File: src/logic/mibi_consts.svh
`ifndef MIBI_CONSTS_SVH
`define MIBI_CONSTS_SVH
// Register indices on APB (byte address is index times four)
`define MIBI_IDX_BUS_REQ 16'h7f70
`define MIBI_IDX_IO_BASE 16'h7f71
`define MIBI_IDX_MEM_BASE 16'h7f72
`define MIBI_IDX_STAT 16'h7f73
`define MIBI_IDX_MASK 16'h7f74
`define MIBI_IDX_IRQ 16'h7f75
`define MIBI_ADDR_W 18
// Field positions in the bus request register
`define MIBI_BIT_INH_HI 7
`define MIBI_BIT_INH_LO 4
`define MIBI_BIT_DMA_RST 3
`define MIBI_BIT_AEN 2
`define MIBI_BIT_HOLD_ACKNOWLEDGE 1
`define MIBI_BIT_HOLD_REQUEST 0
// Reset values
`define MIBI_RST_BUS_REQ 8'h00
`define MIBI_RST_IO_BASE 8'h00
`define MIBI_RST_MEM_BASE 8'h00
`define MIBI_RST_MASK 8'hff
`endif

File: src/logic/mibi_pkg.sv
package mibi_pkg;
  typedef logic [7:0] mibi_byte_t;
  typedef enum logic [1:0] {
    MIBI_CYC_NONE,
    MIBI_CYC_IO,
    MIBI_CYC_MEM
  } mibi_cyc_e;
endpackage : mibi_pkg

File: src/logic/mibi_sync_if.sv
`timescale 1ns/1ps
`default_nettype none
interface mibi_sync_if;
  logic [7:0] raw;
  logic [7:0] synced;
  modport src (output raw, input synced);
  modport dst (input raw, output synced);
endinterface : mibi_sync_if
`default_nettype wire

File: src/logic/mibi_sync.sv
`timescale 1ns/1ps
`default_nettype none
module mibi_sync (
  // Clock and reset
  input wire logic pclk,
  input wire logic presetn,
  // Bus of levels to resynchronise
  mibi_sync_if.dst s
);
  logic [7:0] meta_q;
  logic [7:0] meta_d;
  logic [7:0] sync_q;
  logic [7:0] sync_d;

  always_comb begin
    meta_d = s.raw;
    sync_d = meta_q;
  end

  always_ff @(posedge pclk or negedge presetn) begin
    if (!presetn) begin
      meta_q <= 8'h00;
      sync_q <= 8'h00;
    end else begin
      meta_q <= meta_d;
      sync_q <= sync_d;
    end
  end

  assign s.synced = sync_q;
endmodule : mibi_sync
`default_nettype wire

File: src/logic/mibi_top.sv
`timescale 1ns/1ps
`default_nettype none
`include "mibi_consts.svh"
module mibi_top (
  // APB slave
  input wire logic pclk,
  input wire logic presetn,
  input wire logic psel,
  input wire logic penable,
  input wire logic pwrite,
  input wire logic [31:0] paddr,
  input wire logic [31:0] pwdata,
  output logic [31:0] prdata,
  output logic pready,
  output logic pslverr,
  // DMA controller side
  input wire logic [3:0] dma_tc_raw,
  input wire logic dma_mem_to_mem,
  input wire logic [7:0] dma_internal_status,
  input wire logic dma_aen,
  input wire logic dma_hold_request,
  output logic dma_reset,
  output logic hold_acknowledge,
  output logic [3:0] dma_eop,
  // Microcontroller window requests (same clock)
  input wire logic mcu_io_req,
  input wire logic mcu_mem_req,
  input wire logic mcu_write,
  input wire logic [11:0] mcu_offset,
  input wire logic [7:0] mcu_wdata,
  // ISA bus drive
  output logic [19:0] isa_sa,
  output logic isa_sa_oen,
  output logic isa_ior,
  output logic isa_iow,
  output logic isa_memr,
  output logic isa_memw,
  output logic isa_cmd_oen,
  output logic [7:0] isa_sd_out,
  output logic isa_sd_oen,
  output logic isa_dma_interrupt_flag
);
  import mibi_pkg::*;

  localparam logic [`MIBI_ADDR_W-1:0] A_BUS_REQ = `MIBI_ADDR_W'(`MIBI_IDX_BUS_REQ * 4);
  localparam logic [`MIBI_ADDR_W-1:0] A_IO_BASE = `MIBI_ADDR_W'(`MIBI_IDX_IO_BASE * 4);
  localparam logic [`MIBI_ADDR_W-1:0] A_MEM_BASE = `MIBI_ADDR_W'(`MIBI_IDX_MEM_BASE * 4);
  localparam logic [`MIBI_ADDR_W-1:0] A_STAT = `MIBI_ADDR_W'(`MIBI_IDX_STAT * 4);
  localparam logic [`MIBI_ADDR_W-1:0] A_MASK = `MIBI_ADDR_W'(`MIBI_IDX_MASK * 4);
  localparam logic [`MIBI_ADDR_W-1:0] A_IRQ = `MIBI_ADDR_W'(`MIBI_IDX_IRQ * 4);

  // Status comes from the DMA clock domain, so it is resynchronised
  mibi_sync_if stat_if ();
  mibi_sync_if ctl_if ();
  mibi_byte_t stat_s;
  logic aen_s;
  logic hold_request_s;

  assign stat_if.raw = dma_internal_status;
  assign ctl_if.raw = {6'b00_0000, dma_aen, dma_hold_request};

  mibi_sync u_stat_sync (
    .pclk(pclk),
    .presetn(presetn),
    .s(stat_if.dst)
  );

  mibi_sync u_ctl_sync (
    .pclk(pclk),
    .presetn(presetn),
    .s(ctl_if.dst)
  );

  assign stat_s = stat_if.synced;
  assign aen_s = ctl_if.synced[1];
  assign hold_request_s = ctl_if.synced[0];

  // Register state
  logic [3:0] inh_q, inh_d;
  logic rst_q, rst_d;
  logic hold_acknowledge_q, hold_acknowledge_d;
  mibi_byte_t io_base_q, io_base_d;
  mibi_byte_t mem_base_q, mem_base_d;
  mibi_byte_t mask_q, mask_d;
  mibi_byte_t stat_prev_q, stat_prev_d;
  logic flag_q, flag_d;
  logic [31:0] prdata_q, prdata_d;

  logic [`MIBI_ADDR_W-1:0] addr;
  logic wr_acc;
  logic rd_acc;
  logic hit;
  logic [7:0] rise;

  assign addr = paddr[`MIBI_ADDR_W-1:0];
  // Writes land only at the edge that completes the transfer
  assign wr_acc = psel & penable & pwrite & pready;
  assign rd_acc = psel & penable & ~pwrite;
  assign hit = (addr == A_BUS_REQ) | (addr == A_IO_BASE) | (addr == A_MEM_BASE) |
               (addr == A_STAT) | (addr == A_MASK) | (addr == A_IRQ);
  assign rise = stat_s & ~stat_prev_q & ~mask_q;

  always_comb begin
    inh_d = inh_q;
    rst_d = rst_q;
    hold_acknowledge_d = hold_acknowledge_q;
    io_base_d = io_base_q;
    mem_base_d = mem_base_q;
    mask_d = mask_q;
    stat_prev_d = stat_s;
    flag_d = flag_q;
    prdata_d = prdata_q;
    // Write-one-to-clear, but a new edge in the same cycle keeps it set
    if (wr_acc && addr == A_IRQ && pwdata[0]) begin
      flag_d = 1'b0;
    end
    if (|rise) begin
      flag_d = 1'b1;
    end
    if (wr_acc) begin
      case (addr)
        A_BUS_REQ: begin
          inh_d = pwdata[`MIBI_BIT_INH_HI:`MIBI_BIT_INH_LO];
          rst_d = pwdata[`MIBI_BIT_DMA_RST];
          hold_acknowledge_d = pwdata[`MIBI_BIT_HOLD_ACKNOWLEDGE];
        end
        A_IO_BASE: io_base_d = pwdata[7:0];
        A_MEM_BASE: mem_base_d = pwdata[7:0];
        A_MASK: mask_d = pwdata[7:0];
        default: ;
      endcase
    end
    if (rd_acc) begin
      case (addr)
        A_BUS_REQ: prdata_d = {24'h00_0000, inh_q, rst_q, aen_s, hold_acknowledge_q, hold_request_s};
        A_IO_BASE: prdata_d = {24'h00_0000, io_base_q};
        A_MEM_BASE: prdata_d = {24'h00_0000, mem_base_q};
        A_STAT: prdata_d = {24'h00_0000, stat_s};
        A_MASK: prdata_d = {24'h00_0000, mask_q};
        A_IRQ: prdata_d = {31'h0000_0000, flag_q};
        default: prdata_d = 32'h0000_0000;
      endcase
    end
  end

  always_ff @(posedge pclk or negedge presetn) begin
    if (!presetn) begin
      inh_q <= 4'h0;
      rst_q <= 1'b0;
      hold_acknowledge_q <= 1'b0;
      io_base_q <= `MIBI_RST_IO_BASE;
      mem_base_q <= `MIBI_RST_MEM_BASE;
      mask_q <= `MIBI_RST_MASK;
      stat_prev_q <= 8'h00;
      flag_q <= 1'b0;
      prdata_q <= 32'h0000_0000;
    end else begin
      inh_q <= inh_d;
      rst_q <= rst_d;
      hold_acknowledge_q <= hold_acknowledge_d;
      io_base_q <= io_base_d;
      mem_base_q <= mem_base_d;
      mask_q <= mask_d;
      stat_prev_q <= stat_prev_d;
      flag_q <= flag_d;
      prdata_q <= prdata_d;
    end
  end

  // One-wait-state APB: read data is registered during the setup cycle's follow-on
  // access phase, so the access phase lasts two cycles for reads and writes alike
  logic acc_wait_q, acc_wait_d;
  always_comb begin
    acc_wait_d = psel & penable & ~acc_wait_q;
  end
  always_ff @(posedge pclk or negedge presetn) begin
    if (!presetn) begin
      acc_wait_q <= 1'b0;
    end else begin
      acc_wait_q <= acc_wait_d;
    end
  end
  assign pready = acc_wait_q;
  assign pslverr = acc_wait_q & ~hit;
  assign prdata = prdata_q;

  // DMA controls
  assign dma_reset = rst_q;
  assign hold_acknowledge = hold_acknowledge_q;
  // Memory-to-memory transfers pass terminal count unmasked
  assign dma_eop = dma_mem_to_mem ? dma_tc_raw : (dma_tc_raw & ~inh_q);
  assign isa_dma_interrupt_flag = flag_q;

  // Window cycle drive, registered so the ISA pins change cleanly
  mibi_cyc_e cyc_q, cyc_d;
  logic [19:0] sa_q, sa_d;
  logic wr_q, wr_d;
  logic [7:0] sd_q, sd_d;

  always_comb begin
    cyc_d = MIBI_CYC_NONE;
    sa_d = sa_q;
    wr_d = wr_q;
    sd_d = sd_q;
    // Granted bus belongs to the DMA controller; window cycles are held off
    if (!hold_acknowledge_q) begin
      if (mcu_io_req) begin
        cyc_d = MIBI_CYC_IO;
        sa_d = {4'h0, io_base_q, mcu_offset[7:0]};
        wr_d = mcu_write;
        sd_d = mcu_wdata;
      end else if (mcu_mem_req) begin
        cyc_d = MIBI_CYC_MEM;
        sa_d = {mem_base_q, mcu_offset};
        wr_d = mcu_write;
        sd_d = mcu_wdata;
      end
    end
  end

  always_ff @(posedge pclk or negedge presetn) begin
    if (!presetn) begin
      cyc_q <= MIBI_CYC_NONE;
      sa_q <= 20'h0_0000;
      wr_q <= 1'b0;
      sd_q <= 8'h00;
    end else begin
      cyc_q <= cyc_d;
      sa_q <= sa_d;
      wr_q <= wr_d;
      sd_q <= sd_d;
    end
  end

  logic drive;
  always_comb begin
    case (cyc_q)
      MIBI_CYC_IO: drive = 1'b1;
      MIBI_CYC_MEM: drive = 1'b1;
      default: drive = 1'b0;
    endcase
  end

  assign isa_sa = sa_q;
  // Enables are low while driving; grant forces release of shared pins
  assign isa_sa_oen = ~(drive & ~hold_acknowledge_q);
  assign isa_cmd_oen = hold_acknowledge_q;
  assign isa_sd_oen = ~(drive & wr_q & ~hold_acknowledge_q);
  assign isa_sd_out = sd_q;
  assign isa_ior = (cyc_q == MIBI_CYC_IO) & ~wr_q & ~hold_acknowledge_q;
  assign isa_iow = (cyc_q == MIBI_CYC_IO) & wr_q & ~hold_acknowledge_q;
  assign isa_memr = (cyc_q == MIBI_CYC_MEM) & ~wr_q & ~hold_acknowledge_q;
  assign isa_memw = (cyc_q == MIBI_CYC_MEM) & wr_q & ~hold_acknowledge_q;
endmodule : mibi_top
`default_nettype wire

File: config.mk
export PLATFORM = sky130hd
export DESIGN_NAME = mibi_top
export DESIGN_NICKNAME = d
export VERILOG_FILES = /design/src/logic/mibi_pkg.sv /design/src/logic/mibi_sync_if.sv /design/src/logic/mibi_sync.sv /design/src/logic/mibi_top.sv
export VERILOG_INCLUDE_DIRS = /design/src /design/src/logic
export SDC_FILE = /design/constraint.sdc
export NUM_CORES = 1
export LEC_CHECK = 0
export ABC_AREA = 1
export BUFFER_PORTS_ARGS = -buffer_cell sky130_fd_sc_hd__buf_2
export CAP_MARGIN = 10
export CELL_PAD_IN_SITES_DETAIL_PLACEMENT = 0
export CELL_PAD_IN_SITES_GLOBAL_PLACEMENT = 1
export CORE_ASPECT_RATIO = 0.5
export CORE_MARGIN = 2
export CORE_UTILIZATION = 35
export DETAILED_ROUTE_END_ITERATION = 10
export PLACE_DENSITY_LB_ADDON = 0.1
export SETUP_SLACK_MARGIN = 0.02
export SYNTH_ARGS = -nofsm -noshare
export SYNTH_HDL_FRONTEND = slang
export SYNTH_SLANG_ARGS = --single-unit
File: constraint.sdc
create_clock -name pclk -period 1.4 [get_ports pclk]
set_input_delay 0.14 -clock pclk [delete_from_list [all_inputs] [get_ports pclk]]
set_output_delay 0.14 -clock pclk [all_outputs]
set_load 0.05 [all_outputs]
# Word-level counts from Yosys, hierarchy flattened

Cells that the tools add are included.

Register bits: 123
Bits in writable memories: 0
Memories kept: 0
Output and inout bits: 76
Latch bits: 0
Logic and storage cells: 86
ROM bits: 0

Divide/modulo/power cells: 0
Reduce and logical (&&, ||, !) cells: 11
Shifts and indexed selects: 0
Magnitude comparators: 0
Mux-type cells: 14
Equality and inequality tests: 8
Multiply operators: 0
Bitwise logic cells: 35
Add/subtract/negate cells: 0

Operators with widths:

| operator             | number |
|---|---|
| $eq 18x17->1 const B | 6 |
| $pmux 8 s6           | 1 |
| $mux 20              | 2 |
| $and 1x1->1          | 17 |
| $and 8x8->8          | 2 |
| $mux 8               | 2 |
| $not 8->8            | 2 |
| $reduce_and 2->1     | 5 |
| $reduce_or 8->1      | 1 |
| $not 1->1            | 7 |
| $mux 2               | 3 |
| $mux 1               | 5 |
| $or 1x1->1           | 5 |
| $and 4x4->4          | 1 |
| $mux 4               | 1 |
| $not 4->4            | 1 |
| $reduce_bool 2->1    | 2 |
| $eq 2x1->1 const B   | 1 |
| $eq 2x2->1 const B   | 1 |
| $logic_and 1x1->1    | 2 |
| $reduce_or 2->1      | 1 |

# Depth between registers and ports, before layout

Gate-level depths: netlist (run 1).

Depth in word-level cells: 8
Depth in mapped cells: 10
Gate-level depth less buffers: 9

# Hierarchy

A second synthesis (run 1) with hierarchy kept.

Cells, all modules: 506
Area, all modules: 4,894.7 um^2

Modules (own cells, without submodules):

| module    | instances | cells each | area each (um^2) |
|---|---|---|---|
| mibi_top  | 1         | 474        | 4,093.9 |
| mibi_sync | 2         | 16         | 400.4 |

# Worst setup path after synthesis (run 1)

OpenSTA, ideal clock, no wires.

Path type: reg-to-output
From: register hold_acknowledge_q, in the netlist hold_acknowledge
To: output port isa_ior
Path slack: -0.530 ns
Buffers on the path: 0
Data required time: 1.260 ns
Cell stages (with the launch flop): 2
Arrival time: 1.790 ns
Path through: dfrtp_1 -> nor3_1

Cells in the longest elaborated chain, start to end: 2

RTL lines:

| item                   | RTL line        | RTL |
|---|---|---|
| start, declared        | mibi_top.sv:81  | `logic hold_acknowledge_q, hold_acknowledge_d;` |
| start signal, assigned | mibi_top.sv:160 | `hold_acknowledge_q <= hold_acknowledge_d;` |
| $not 1->1              | mibi_top.sv:250 | `assign isa_ior = (cyc_q == MIBI_CYC_IO) & ~wr_q & ~hold_acknowledge_q;` |
| $and 1x1->1            | mibi_top.sv:250 |  |
| end, declared          | mibi_top.sv:34  | `output logic isa_ior,` |

No other way between the ends.

# Worst setup path after layout (run 1)

From: register hold_acknowledge_q, in the netlist hold_acknowledge
To: output port isa_memw

Cells in the longest elaborated chain, start to end: 2

RTL lines:

| item          | RTL line        | RTL |
|---|---|---|
| $not 1->1     | mibi_top.sv:253 | `assign isa_memw = (cyc_q == MIBI_CYC_MEM) & wr_q & ~hold_acknowledge_q;` |
| $and 1x1->1   | mibi_top.sv:253 |  |
| end, declared | mibi_top.sv:37  | `output logic isa_memw,` |

No other way between the ends.

==> summary.txt, run 1 <==
Global routing
  – GR Overflow Total: 0
  – First-pass GRT wire length: 18,730 um
  – Largest net degree at the start of global routing: 30
  – Initial antenna violation count: 0
  – Vias in the first global route: 3,616
  – GRT Util Overall: 17.51%

Power and ir drop
  – Psw: 1.969 mW
  – Sw Share: 30.27%
  – Power Density: 1016 nW/um2
  – Sequential Power Share: 46.5%
  – Power Total: 6.506 mW
  – Clock power share: 36.7%
  – Logic pwr share: 16.8%
  – Leak: 3.290 nW
  – VDD IR max: 0.6147 mV
  – Int Power: 4.536 mW

Clock network
  – Clock slew at reported path FFs: 0.07 ns
  – H-tree Lvls: 3
  – CTS max path bufs: 2
  – Sink Count: 99
  – Clock Latency Late Sink: 0.35 ns
  – CTS root buf: clkbuf_16
  – CTS buffer count: 9
  – TritonCTS clock tree: done

Worst setup path
  – Max FO, Critical Path: 7
  – Req. time, crit path: 1.26 ns
  – Worst path slowest cell: dfrtp_4
  – FF-to-FF setup slack: 0.16 ns
  – Worst setup SP type: register
  – Cells along the critical path: buf_8 -> nor3_4 -> buf_6
  – Arrival @ worst endpoint: 1.35 ns
  – FF-to-FF Start: pready
  – RR Endpoint: io_base_q[2]
  – CP Class: register to output pin
  – CP max stage delay: 0.50 ns
  – Worst R2R Path Depth: 7
  – Nature of the critical path endpoint: output pin

Drt
  – Vias per cell: 4.539
  – WL per Instance: 14.03 um
  – DRT Pass-1 Iters: 4
  – Via count: 3,822
  – Remaining antenna violation count: 0
  – DR iter-0 viols: 191
  – DRC: 0
  – Routed WL: 11,820 um

Finish
  – Syn-to-layout area delta: 40.26%
  – Layout Nets: 776
  – Multi-input gate area: 1887 um2
  – Share of layout cells above drive strength 1: 38.24%
  – Fillcell total: 1,214
  – Final Instance Count excl. Fillers: 842
  – N_diodes: 0
  – Fin util: 50.42%
  – Reg area: 2494 um2

Placed design
  – Count of port buffers added during placement: 120
  – DP Worst Slack: -0.05279 ns
  – Placed insts: 793
  – Gpl congestion: 0.7736
  – DP Wirelength: 8924 um

Synth
  – Yosys Warn Count: 0
  – Flops & latches, synth: 99
  – Cell area after synthesis: 4566 um2
  – Number of flops mapped to enable cells by yosys: 0
  – Compound-gate portion of the synthesized area: 10.22%
  – Combinational family with the most area after synthesis: simple AND/OR/NAND/NOR gates
  – Post-synthesis mux area share: 0%
  – Most frequent cells after synthesis: nand2_1 (134), dfrtp_1 (91), inv_1 (37)
  – Synth unique cells: 39
  – Top area cells in the synthesized netlist: dfrtp_1 (50%), nand2_1 (11%), dfstp_2 (4.6%)
  – Post-Syn Instances: 488
  – Most frequently used flop master after synthesis: dfrtp_1
  – Ys async rst share: 100.0%
  – Top-count cell post-synth: nand2_1
  – Synth area leader: dfrtp_1
  – Simple-Gate Fraction of Synth Area: 24.97%
  – Synth Area in XOR/XNOR: 0%
  – Seq/Total Area, Yosys: 54.48%
  – Top cell type's share of synthesized area: 49.88%
  – Synth Area in Adders: 0.5481%
  – Syn_area_per_cell: 9.356 um2

STA
  – Max Freq: 670.2 MHz
  – Final setup violating endpoints: 6
  – Period minus WS final: 1.492 ns
  – Max-slew violation total from the final report: 0
  – Final Cycle Share: 106.6%
  – Unrepaired setup endpoints after global routing: yes
  – Clk_skew: 0.01073 ns
  – Final worst setup slack: -0.09199 ns
  – Final hold viol count: 0

Run status
  – Failing checks: setup timing
  – Status: finished, violations left

Floorplan
  – DIE HEIGHT: 84.76 um
  – Die Wd: 165.5 um
  – Core box area: 12,700 um2
  – Area of the die: 14,030 um2
  – IO Count: 183
  – Starting density of the core: 35.95%
  – Row cnt: 29

Min path
  – Startpoint of the worst hold path: mcu_write
  – Hold Path Stages: 3
  – Worst Hold Class: input port to register
  – Hold Path Sink: wr_q

Run
  – Max cap viols: 0
critical path, delay by kind of cell, from the launching register on:
family                 cells  cell delay, ns
flip-flops                 1            0.50
buffers and inverters      2            0.34
AND/OR/NAND/NOR            1            0.18
flip-flops by register name (all words and copies together), names as in the netlist:
signal,cells
wr_q,1
mem_base_q,8
isa_dma_interrupt_flag,1
u_ctl_sync.s.synced,2
pready,1
u_ctl_sync.meta_q,2
dma_reset,1
prdata,8
u_stat_sync.s.synced,8
isa_sa,20
inh_q,4
mask_q,8
io_base_q,8
cyc_q,2
hold_acknowledge,1
u_stat_sync.meta_q,8
stat_prev_q,8
isa_sd_out,8
metrics by stage:
step           setup TNS (ns)  cell area, um2  hold WS [ns]
6_report              -0.4661            6404       0.02420
5_1_grt               -0.8118            6404       0.01920
4_1_cts               -0.5685            6206      0.008539
3_5_place_dp          -0.2664            5579        0.1172
3_3_place_gp          -0.1952            5579        0.1128
2_1_floorplan        -0.06241            4727       -0.1556
area by class of cell:
type,instances,area share [%]
repair buffers,184,21.18
flip-flops and latches,99,38.94
inverters,43,2.657
clock buffers,9,3.517
well taps,170,3.322
multi-input cells,330,29.46
clock inverters,7,0.9183
power groups by stage:
stage | Combinational, mW | Sequential, mW | Clock [mW]
6_report | 1.10 | 3.02 | 2.39
5_1_grt | 1.18 | 3.04 | 2.59
4_1_cts | 1.07 | 3.02 | 2.47
3_5_place_dp | 0.986 | 3.08 | 0
3_3_place_gp | 0.979 | 3.07 | 0
2_1_floorplan | 0.470 | 3.29 | 0
routing by layer:
metal  up-vias  global-route usage (%)  share of wire (%)
met5         -                       0                  0
met4         0                   2.586               0.42
met3         9                   4.447                6.4
met2       122                   24.07                 39
met1      1786                   27.95                 54
li1       1905                       -                  -
placed cells by master, fill, tap and decap left out, drive strengths merged, types with 2 or more instances in the layout:
| cell | count |
|---|---|
| clkinv | 5 |
| or3b | 4 |
| o21bai | 7 |
| dlygate4sd3 | 27 |
| a31oi | 8 |
| nor2 | 37 |
| nand2 | 137 |
| o21ai | 41 |
| a21boi | 5 |
| o32ai | 2 |
| nor3 | 6 |
| dfrtp | 91 |
| inv | 44 |
| conb | 24 |
| ha | 2 |
| nand3 | 37 |
| dfstp | 8 |
| nand4 | 14 |
| a22o | 4 |
| buf | 157 |
| clkbuf | 9 |
how the worst max path moves through the flow:
stage               cells after the start              from        to
finish                                  3  hold_acknowledge  isa_memw
global placement                       10         paddr[13]   pslverr
global route                            3  hold_acknowledge   isa_ior
CTS                                     5          cyc_q[1]   isa_iow
detailed placement                     10         paddr[13]   pslverr
floorplan                               1  hold_acknowledge   isa_ior
cell families (layout without fill, tap and decap cells):
group / after synthesis / in the layout
fa+ha+maj: 2 / 2
compound gates: 69 / 69
flops: 99 / 99
simple gates: 234 / 235
other cells: 1 / 24
buf+inv: 83 / 243
what timing repair did:
item                                    CTS  global route
endpoints found under the hold margin    47             0
pin swaps                                 4            16
endpoints found under the setup margin    9            37
resized for setup                        26            32
hold buffers                             27             0
gates cloned                              0             1
buffers inserted                          0             5
No activity file was read; power rests on OpenSTA's default activity.
==> inputs of run 2 (changes only) <==
==> constraint.sdc (replaced) <==
create_clock -name pclk -period 1.4 [get_ports pclk]
set_input_delay 0.14 -clock pclk [delete_from_list [all_inputs] [get_ports pclk]]
set_output_delay 0.14 -clock pclk [all_outputs]
set_load 0.01 [all_outputs]
==> summary.txt, run 2 (synthesis gave the netlist of run 1 again) <==
Clock network
  – H-tree Lvls: 3
  – Clock slew at reported path FFs: 0.07 ns
  – Sink Count: 99
  – CTS buffer count: 9
  – CTS max path bufs: 2
  – Clock Latency Late Sink: 0.34 ns
  – TritonCTS clock tree: done
  – CTS root buf: clkbuf_16

Floorplan
  – IO Count: 183
  – Row cnt: 29
  – DIE HEIGHT: 84.76 um
  – Starting density of the core: 35.95%
  – Core box area: 12,700 um2
  – Die Wd: 165.5 um
  – Area of the die: 14,030 um2

Drt
  – Met1 WL: 6169 um
  – DRT Pass-1 Iters: 4
  – DR WL met3: 752 um
  – Uppermost layer routed: met4
  – Met2 Routed Length: 4478 um
  – DRC: 0
  – Via count: 3,674
  – WL per Instance: 13.67 um
  – DR iter-0 viols: 210
  – Routed WL: 11,490 um
  – Vias per cell: 4.374
  – Remaining antenna violation count: 0

Worst setup path
  – Worst setup SP type: register
  – Worst R2R Path Depth: 6
  – CP Class: register to output pin
  – Worst path slowest cell: dfrtp_1
  – CP Launch Point: cyc_q[1]
  – Nature of the critical path endpoint: output pin
  – Req. time, crit path: 1.26 ns
  – Arrival @ worst endpoint: 1.28 ns
  – FF-to-FF setup slack: 0.15 ns
  – FF-to-FF Start: pready
  – RR Endpoint: inh_q[3]
  – CP max stage delay: 0.38 ns
  – Max FO, Critical Path: 2
  – Cells along the critical path: ha_1 -> inv_1 -> nand3_1 -> buf_2

STA
  – Final Cycle Share: 101.4%
  – Final worst setup slack: -0.01984 ns
  – Max-slew violation total from the final report: 0
  – Final setup violating endpoints: 1
  – Max Freq: 704.3 MHz
  – Final hold viol count: 0
  – Unrepaired setup endpoints after global routing: yes
  – Period minus WS final: 1.420 ns
  – Clk_skew: 0.007432 ns

Power and ir drop
  – Leak: 3.229 nW
  – Power Total: 6.105 mW
  – VDD IR max: 0.5147 mV
  – Power Density: 987.9 nW/um2

Finish
  – Most frequent cells in the layout: nand2_1 (128), buf_2 (116), dfrtp_1 (91)
  – Largest register FFs: 20
  – Syn-to-layout area delta: 35.35%
  – Layout Nets: 774
  – Fillcell total: 1,223
  – Share of layout cells above drive strength 1: 35.97%
  – Fin util: 48.66%
  – N_diodes: 0
  – Commonest non-fill, non-tap cell in the layout: nand2_1

Run status
  – Status: finished, violations left
  – Failing checks: setup timing

Placed design
  – Gpl congestion: 0.8096
  – DP Wirelength: 8549 um
  – Count of port buffers added during placement: 120

Min path
  – Startpoint of the worst hold path: mcu_write
  – Worst Hold Class: input port to register
  – Hold Path Sink: wr_q
  – Hold Path Stages: 3

Global routing
  – GR Overflow Total: 0
  – Initial antenna violation count: 0
  – First-pass GRT wire length: 18,180 um
  – Largest net degree at the start of global routing: 43
  – Vias in the first global route: 3,431
  – GRT Util Overall: 17.08%

Run
  – Max cap viols: 0
-- run 2: changes by cell type in the layout (fill, tap and decap cells not counted), sizes merged --
cell | before | now
buf | 157 | 156
clkinv | 5 | 3
nand4 | 14 | 13
clkbuf | 9 | 11
-- run 2: power by group --
part	internal, mW	switching [mW]
Combinational	0.292	0.386
Clock	1.28	1.12
Sequential	2.97	0.0523
Total	4.54	1.56
-- run 2: critical path: cells and delay by family (launching register included) --
| kind | cells | cell delay, ns |
|---|---|---|
| flops | 1 | 0.38 |
| fa+ha+maj | 1 | 0.29 |
| buf+inv | 2 | 0.21 |
| simple gates | 1 | 0.06 |
-- run 2: what timing repair did --
| action | 4_1_cts | 5_1_grt |
|---|---|---|
| setup endpoints to repair | 7 | 15 |
| hold endpoints to repair | 46 | 0 |
| buffers inserted | 1 | 9 |
| pin swaps | 4 | 9 |
| hold buffers | 27 | 0 |
| resized for setup | 5 | 24 |
-- run 2: worst max path at each step --
stage,depth (start not counted),slack [ns],to
floorplan,6,0.05,isa_sa[12]
global route,5,-0.09,isa_sd_oen
global placement,10,-0.04,pslverr
finish,4,-0.02,isa_sd_oen
detailed placement,10,-0.02,pslverr
CTS,4,-0.05,isa_sd_oen
-- run 2: area by class of cell --
cell class,instances,area [um2],share of cell area [%]
clock buffer,11,242.7,3.928
clock inverter,5,45.04,0.7289
inverter,43,173.9,2.814
multi-input combinational,329,1793,29.01
sequential,99,2487,40.25
tap,170,212.7,3.442
timing repair buffer,183,1225,19.82
-- run 2: per-layer routing --
metal	vias up	track usage, %
met2	108	22.71
met5	-	0
li1	1900	-
met4	0	3.527
met3	8	4.397
met1	1658	27.43
-- run 2: through the flow --
step	instance area (um2)	setup slack [ns]	hold slack [ns]	TNS [ns]	instances
3_3_place_gp	5449	-0.03679	0.07905	-0.03679	787
5_1_grt	6180	-0.09342	0.03562	-0.3688	840
2_1_floorplan	4652	0.04782	-0.1556	0	511
3_5_place_dp	5449	-0.01906	0.07927	-0.01906	787
6_report	6180	-0.01984	0.02370	-0.01984	840
4_1_cts	6027	-0.05051	0.007402	-0.07805	831
